### src/logic/msd_params.svh
`ifndef MSD_PARAMS_SVH
`define MSD_PARAMS_SVH
`define MSD_ADDR_W 20
`define MSD_ROM_FULL_TOP 20'h03fff
`define MSD_EXT_FULL_LO 20'h04000
`define MSD_EXT_FULL_HI 20'h0fcff
`define MSD_ROM_RED_TOP 20'h01fff
`define MSD_EXT_RED_LO 20'h02000
`define MSD_EXT_RED_HI 20'h0fd7f
`define MSD_RAM_FULL_LO 20'h0fd00
`define MSD_RAM_RED_LO 20'h0fd80
`define MSD_RAM_HI 20'h0feff
`define MSD_SFR_LO 20'h0ff00
`define MSD_SFR_HI 20'h0ffff
`define MSD_EXP_LO 20'h10000
`define MSD_EXP_HI 20'hfffff
`define MSD_UPPER_LSB 16
`endif

### src/logic/msd_pkg.sv
package msd_pkg;
  typedef enum logic [1:0] {
    MSD_VAR_FULL_ROM,
    MSD_VAR_REDUCED_ROM,
    MSD_VAR_ROMLESS
  } msd_variant_t;
  typedef enum logic [2:0] {
    MSD_REG_NONE,
    MSD_REG_ROM,
    MSD_REG_RAM,
    MSD_REG_SFR,
    MSD_REG_EXT
  } msd_region_t;
endpackage : msd_pkg

### src/logic/msd_decoder.sv
// Functional notes
// - Decode a 20-bit, one-megabyte unified address space.
// - Program memory placement follows the sampled program-source select level.
// - Select high fetches from internal ROM, low fetches from the external bus.
// - Full-ROM variant with internal program maps 00000h-03fffh to internal ROM.
// - Full-ROM variant with internal program maps 04000h-0fcffh to external memory only in expansion mode.
// - Reduced-ROM maps ROM to 00000h-01fffh and 02000h-0fd7fh external in expansion mode.
// - ROM-less variant sends 00000h-0fcffh to external memory.
// - Data reads and writes may also target the external program region.
// - Full-ROM and ROM-less variants decode 0fd00h-0feffh as internal RAM.
// - Reduced-ROM variant decodes only 0fd80h-0feffh as internal RAM.
// - In one-megabyte mode, data accesses 10000h-fffffh go external.
// - Upper-address pins float during reset and drive low after release.
// - 0ff00h-0ffffh decodes as the special-function region.
// - In one-megabyte mode the upper-address pins carry address bits 16 to 19.
`timescale 1ns/1ps
`default_nettype none
`include "msd_params.svh"
module msd_decoder
  import msd_pkg::*;
(
  input wire logic clock,
  input wire logic arst_n,
  input wire msd_variant_t variant,
  input wire logic program_source_select,
  input wire logic ext_expansion_mode,
  input wire logic mbyte_expansion_mode,
  input wire logic access_valid,
  input wire logic access_fetch,
  input wire logic access_write,
  input wire logic [`MSD_ADDR_W-1:0] access_addr,
  output logic sel_rom,
  output logic sel_ram,
  output logic sel_sfr,
  output logic sel_ext,
  output logic access_fault,
  output logic ext_write,
  output logic [`MSD_ADDR_W-1:0] ext_addr,
  output logic [3:0] upper_address_pins_out,
  output logic [3:0] upper_address_pins_oe
);
  logic src_internal;
  logic pins_live;
  logic next_pins_live;
  logic [3:0] next_upper;
  logic [3:0] upper_q;
  logic upper_hit;
  logic low_ram;
  logic low_sfr;
  logic low_rom;
  logic low_ext;
  msd_region_t region;
  logic [`MSD_ADDR_W-1:0] next_ext_addr;
  logic next_ext_write;
  logic hit_ram_full;
  logic hit_ram_red;
  logic hit_rom_full;
  logic hit_rom_red;
  logic hit_ext_full;
  logic hit_ext_red;
  logic hit_low_full;
  logic hit_low_red;
  logic upper_ok;
  logic rom_ok;
  logic [3:0] bank_bits;

  // Pin level crosses in from outside, so synchronise before use
  // A select change takes two edges to reach the decode
  msd_sync u_src_sync (
    .clock(clock),
    .arst_n(arst_n),
    .din(program_source_select),
    .dout(src_internal)
  );

  // Every window is compared once; the variant only picks among them
  always_comb begin
    // No upper bound needed: twenty bits end at the top of the space
    upper_hit = (access_addr >= `MSD_EXP_LO);
    low_sfr = (access_addr >= `MSD_SFR_LO) && (access_addr <= `MSD_SFR_HI);
    hit_ram_full = (access_addr >= `MSD_RAM_FULL_LO) && (access_addr <= `MSD_RAM_HI);
    hit_ram_red = (access_addr >= `MSD_RAM_RED_LO) && (access_addr <= `MSD_RAM_HI);
    hit_rom_full = (access_addr <= `MSD_ROM_FULL_TOP);
    hit_rom_red = (access_addr <= `MSD_ROM_RED_TOP);
    hit_ext_full = (access_addr >= `MSD_EXT_FULL_LO) && (access_addr <= `MSD_EXT_FULL_HI);
    hit_ext_red = (access_addr >= `MSD_EXT_RED_LO) && (access_addr <= `MSD_EXT_RED_HI);
    // Select low hands the whole low program area to the external bus
    hit_low_full = (access_addr <= `MSD_EXT_FULL_HI);
    hit_low_red = (access_addr <= `MSD_EXT_RED_HI);
  end

  // Window choice per variant; code 3 behaves as the full-ROM part
  always_comb begin
    low_ram = 1'b0;
    low_rom = 1'b0;
    low_ext = 1'b0;
    unique case (variant)
      MSD_VAR_REDUCED_ROM: begin
        // Reduced part: RAM starts later, ROM ends earlier
        low_ram = hit_ram_red;
        if (src_internal) begin
          low_rom = hit_rom_red;
          low_ext = ext_expansion_mode && hit_ext_red;
        end else begin
          low_ext = hit_low_red;
        end
      end
      MSD_VAR_ROMLESS: begin
        // No internal ROM on this part
        low_ram = hit_ram_full;
        low_ext = hit_low_full;
      end
      default: begin
        low_ram = hit_ram_full;
        if (src_internal) begin
          low_rom = hit_rom_full;
          low_ext = ext_expansion_mode && hit_ext_full;
        end else begin
          low_ext = hit_low_full;
        end
      end
    endcase
  end

  // Upper space is data only; fetches there are refused
  always_comb begin
    upper_ok = mbyte_expansion_mode && !access_fetch;
    // Internal ROM is read only, writes fall through to fault
    rom_ok = !access_write;
  end

  // Priority chain guarantees a single select
  always_comb begin
    region = MSD_REG_NONE;
    if (!access_valid) begin
      region = MSD_REG_NONE;
    end else if (upper_hit) begin
      if (upper_ok) begin
        region = MSD_REG_EXT;
      end
    end else if (low_ram) begin
      // RAM sits above the low program area, so no window of that area overlaps it
      region = MSD_REG_RAM;
    end else if (low_sfr) begin
      region = MSD_REG_SFR;
    end else if (low_rom) begin
      if (rom_ok) begin
        region = MSD_REG_ROM;
      end
    end else if (low_ext) begin
      region = MSD_REG_EXT;
    end
  end

  // One-hot by construction of the region code
  always_comb begin
    sel_rom = (region == MSD_REG_ROM);
    sel_ram = (region == MSD_REG_RAM);
    sel_sfr = (region == MSD_REG_SFR);
    sel_ext = (region == MSD_REG_EXT);
    access_fault = access_valid && (region == MSD_REG_NONE);
  end

  // Pin enable group
  always_comb begin
    next_pins_live = 1'b1;
  end

  always_ff @(posedge clock or negedge arst_n) begin
    if (!arst_n) begin
      pins_live <= 1'b0;
    end else begin
      pins_live <= next_pins_live;
    end
  end

  // External address group holds the last external access
  // Held rather than cleared so the bus controller sees stable lines
  always_comb begin
    next_ext_addr = sel_ext ? access_addr : ext_addr;
    next_ext_write = sel_ext ? access_write : ext_write;
  end

  always_ff @(posedge clock or negedge arst_n) begin
    if (!arst_n) begin
      ext_addr <= '0;
      ext_write <= 1'b0;
    end else begin
      ext_addr <= next_ext_addr;
      ext_write <= next_ext_write;
    end
  end

  // Bank group; an external access outside one-megabyte mode loads a zero bank
  always_comb begin
    bank_bits = access_addr[`MSD_UPPER_LSB +: 4];
    next_upper = upper_q;
    if (sel_ext) begin
      next_upper = mbyte_expansion_mode ? bank_bits : 4'h0;
    end
  end

  always_ff @(posedge clock or negedge arst_n) begin
    if (!arst_n) begin
      upper_q <= 4'h0;
    end else begin
      upper_q <= next_upper;
    end
  end

  // Floats in reset, low afterwards until an expanded access
  // Bank pins have no pull; keep them driven whenever out of reset
  for (genvar b = 0; b < 4; b++) begin : g_pin
    assign upper_address_pins_oe[b] = pins_live;
    assign upper_address_pins_out[b] = upper_q[b];
  end
endmodule : msd_decoder
`default_nettype wire

### src/logic/msd_sync.sv
`timescale 1ns/1ps
`default_nettype none
module msd_sync (
  input wire logic clock,
  input wire logic arst_n,
  input wire logic din,
  output logic dout
);
  logic stage1;
  logic next_stage1;
  logic next_dout;
  always_comb begin
    next_stage1 = din;
    next_dout = stage1;
  end
  always_ff @(posedge clock or negedge arst_n) begin
    if (!arst_n) begin
      stage1 <= 1'b0;
      dout <= 1'b0;
    end else begin
      stage1 <= next_stage1;
      dout <= next_dout;
    end
  end
endmodule : msd_sync
`default_nettype wire

### config.mk
export PLATFORM = sky130hd
export DESIGN_NAME = msd_decoder
export DESIGN_NICKNAME = d
export VERILOG_FILES = /design/src/logic/msd_pkg.sv /design/src/logic/msd_decoder.sv /design/src/logic/msd_sync.sv
export VERILOG_INCLUDE_DIRS = /design/src /design/src/logic
export SDC_FILE = /design/constraint.sdc
export NUM_CORES = 1
export LEC_CHECK = 0
export BUFFER_PORTS_ARGS = -buffer_cell sky130_fd_sc_hd__buf_2
export CAP_MARGIN = 5
export CORE_UTILIZATION = 40
export CTS_CLUSTER_DIAMETER = 40
export DETAILED_ROUTE_END_ITERATION = 8
export PLACE_DENSITY_LB_ADDON = 0.3
export SLEW_MARGIN = 20
export SYNTH_ARGS = -nofsm -noshare
export SYNTH_HDL_FRONTEND = slang
export SYNTH_SLANG_ARGS = --single-unit
export TNS_END_PERCENT = 20
### constraint.sdc
create_clock -name clock -period 1.8 [get_ports clock]
set_clock_uncertainty 0.1 [all_clocks]
set_input_delay 0.18 -clock clock [delete_from_list [all_inputs] [get_ports clock]]
set_output_delay 0.18 -clock clock [all_outputs]
set_load 0.03 [all_outputs]
==> results.ini <==
[finish]
finalInstanceArea_um2 = 1980
fin_nets = 221
area_growth_pct = 55.2
regArea_um2 = 701
finalNonFillerCells = 232
fillers = 256
multi_input_comb_area_um2 = 562
drive_gt1_share_pct = 58.5
n_antenna_cell = 0

[floorplan]
row_count = 20
start_util_pct = 42.1
coreArea_um2 = 3030
dieArea_um2 = 3410
io_pins = 64
die_w_um = 58.4
die_y_um = 58.4

[logic_synthesis]
async_flop_share_pct = 100
synth_nets = 130
synth_edf_count = 0
yosysTopAreaCell = dfrtp_1
ys.flop_type = dfrtp_1
netlist_area_um2 = 1270
ys_types = 28
yosysSeqAreaShare_pct = 55.0
ys_warn_count = 0
synth_seq_cells = 28
synth_area_leaders = dfrtp_1, mux2_2, a22o_1
syn_avg_cell_area_um2 = 13.0
synth_common_cells = dfrtp_1, mux2_2, a22o_1
yosysMostFrequentCell = dfrtp_1
synthCells = 98
synth_top_area_share_pct = 55.0

[grt]
antenna_found_initial = 0
grt_pass1_wl_um = 4880
grt_max_degree = 29
grt_pass1_vias = 1100
grt_overflow = 0
track_usage_pct = 18.9

[sta]
slew_headroom_pct = 59.3
setup_violations = 27
max_freq_mhz = 468
setup_slack_ns = -0.337
rsz0062_at_grt = true
maxSlewViolCount = 0
final.period_utilization_pct = 119
hold_viol_final = 0
tightest_slew_ns = 0.610
post-route-min-period_ns = 2.14
holdWs_ns = 0.00880

[power_and_ir_drop]
peakVddDrop_uv = 431
comb_power_share_pct = 38.5
seqPwrFrac_pct = 44.9
total_power_mw = 1.80
power_frac_clock_pct = 16.5
powerDensity_nw_per_um2 = 908
p_leak_nw = 1.03
swShare_pct = 35.4
p_sw_uw = 636
intPower_mw = 1.16

[detailed_routing]
ant_nets = 0
wl_per_cell_um = 13.4
drt_iter0_markers = 29
viasPerCell = 4.81
via_count = 1116
drt-total-wl_um = 3100
drc = 0
drt-pass1-iter-count = 4

[worst_setup_path]
max_stage_delay_ns = 0.45
start_kind = flip-flop
crit_chain = or4b_1 > nand4b_1 > o21ai_2 > o21ai_4 > and3_4 > buf_6
critPathMaxFanout = 3
crit_type = reg -> out
crit_path_end_kind = output port
worstReg2RegStart = u_src_sync.dout
crit_required_ns = 1.52
worstPathArrival_ns = 1.86
cp_top_family = simple AND/OR/NAND/NOR gates
critPathSlowestCell = or4b_1
crit_buf_inv = 1
critical_path.startpoint = u_src_sync.dout

[cts]
cts_tree = yes
cts_made_buffers = 3
clkTransAtPathRegs_ns = 0.14
cts.sinks = 28
cts_root_buffer = clkbuf_4
h-tree-depth = 1
clk_latency_ns = 0.32
clockBufferDepth = 2

[placed_design]
place.gp.congestion = 0.788
dp_slack_ns = -0.170
dp_cells = 212
dp_hpwl_um = 2310
io_buffers = 63
postPlaceCellArea_um2 = 1730

[outcome]
status = finished with violations
violations = setup timing

[hold_path]
min_from = access_addr[10]
hp-class = in -> reg

[flow_run]
cap_violations = 0

-- cell type report --
cell class | count | area share (%)
well taps | 44 | 2.78
inverters | 3 | 0.570
repair buffers | 93 | 30.9
multi-input cells | 60 | 28.4
clock buffers | 4 | 1.84
flip-flops and latches | 28 | 35.4
-- registers in the layout, summed over array words and instances (netlist names) --
register	count
u_src_sync.dout	1
u_src_sync.next_dout	1
ext_write	1
upper_address_pins_out	4
pins_live	1
ext_addr	20
-- timing repair --
| item | CTS | global route |
|---|---|---|
| resized for setup | 12 | 5 |
| hold buffers | 11 | 1 |
| pin swaps | 1 | 1 |
| endpoints found under the hold margin | 38 | 1 |
| setup endpoints to repair | 19 | 28 |
| buffers inserted | 2 | 2 |
-- placed cells by master (no fill, tap or decap) --
cell type and n:
nor2b_1 1, nand2_1 6, o221a_2 1, buf_8 1, o21ai_0 2, nand4b_1 1, and3_4 1, o21ai_2 1
o21a_1 1, inv_1 2, or4b_1 1, dlygate4sd3_1 12, clkbuf_8 1, o21ai_4 1, mux2_2 4, nor4_1 1
clkbuf_4 3, dfrtp_1 28, nor2_1 2, buf_6 7, or2_2 1, mux2_4 14, a21oi_1 2, ha_1 2
buf_4 13, nor4_4 1, nand4_1 1, inv_2 1, buf_2 60, a22o_1 8, conb_1 1, nand3_1 2
nand2b_1 2, nor3_1 3
-- final timing paths --
kind	endpoint	slack [ns]	cells after the start
max	access_fault	-0.34	6
min	ext_addr[10]	0.009	2
max reg2reg	ext_addr[9]	-0.29	8
min reg2reg	u_src_sync.dout	0.27	0
max in group asynchronous	ext_addr[9]	0.92	2
min in group asynchronous	ext_addr[6]	0.28	2
-- worst register-to-register path: stages, from the launching register on --
cell      delay (ns)
dfrtp_1         0.39
or4b_1          0.45
nand4b_1        0.12
o21ai_2         0.08
o21ai_4         0.16
buf_4           0.13
buf_6           0.09
buf_4           0.13
mux2_2          0.33
-- power by group through the flow --
stage / combinational (mW) / clock, mW / sequential (mW)
after detailed placement: 0.645 / 0 / 0.817
after global placement: 0.630 / 0 / 0.809
final: 0.692 / 0.297 / 0.807
after global routing: 0.729 / 0.334 / 0.819
after floorplan: 0.200 / 0 / 1.04
after CTS: 0.684 / 0.307 / 0.807
-- logic make-up (layout without fill, tap and decap cells) --
kind of cell               count (synthesis)  in the layout  share of synthesized area [%]
DFF                                       28             28                           55.0
and+or+nand+nor                           23             23                           10.9
muxes                                     18             18                           15.9
AOI/OAI and AO/OA                         16             16                           10.5
buffers and inverters                     10            100                           5.40
adders and majority gates                  2              2                           1.96
other                                      1              1                          0.294
-- layer usage --
metal | track usage, % | wire length [µm] | share of wire, % | vias up
met5 | 0 | 0 | 0 | -
met4 | 5.10 | 24 | 0.77 | 0
met3 | 2.86 | 163 | 5.3 | 4
met2 | 35.3 | 1670 | 54 | 42
met1 | 22.6 | 1250 | 40 | 543
li1 | - | - | - | 527
-- stage by stage --
stage | setup TNS [ns] | utilization, %
after floorplan | -1.49 | -
after global placement | -1.60 | 57.3
after detailed placement | -2.59 | 57.3
after CTS | -4.27 | 64.0
after global routing | -7.34 | 65.3
final | -6.00 | 65.3
Note: power is estimated with default switching activity, not from simulation.
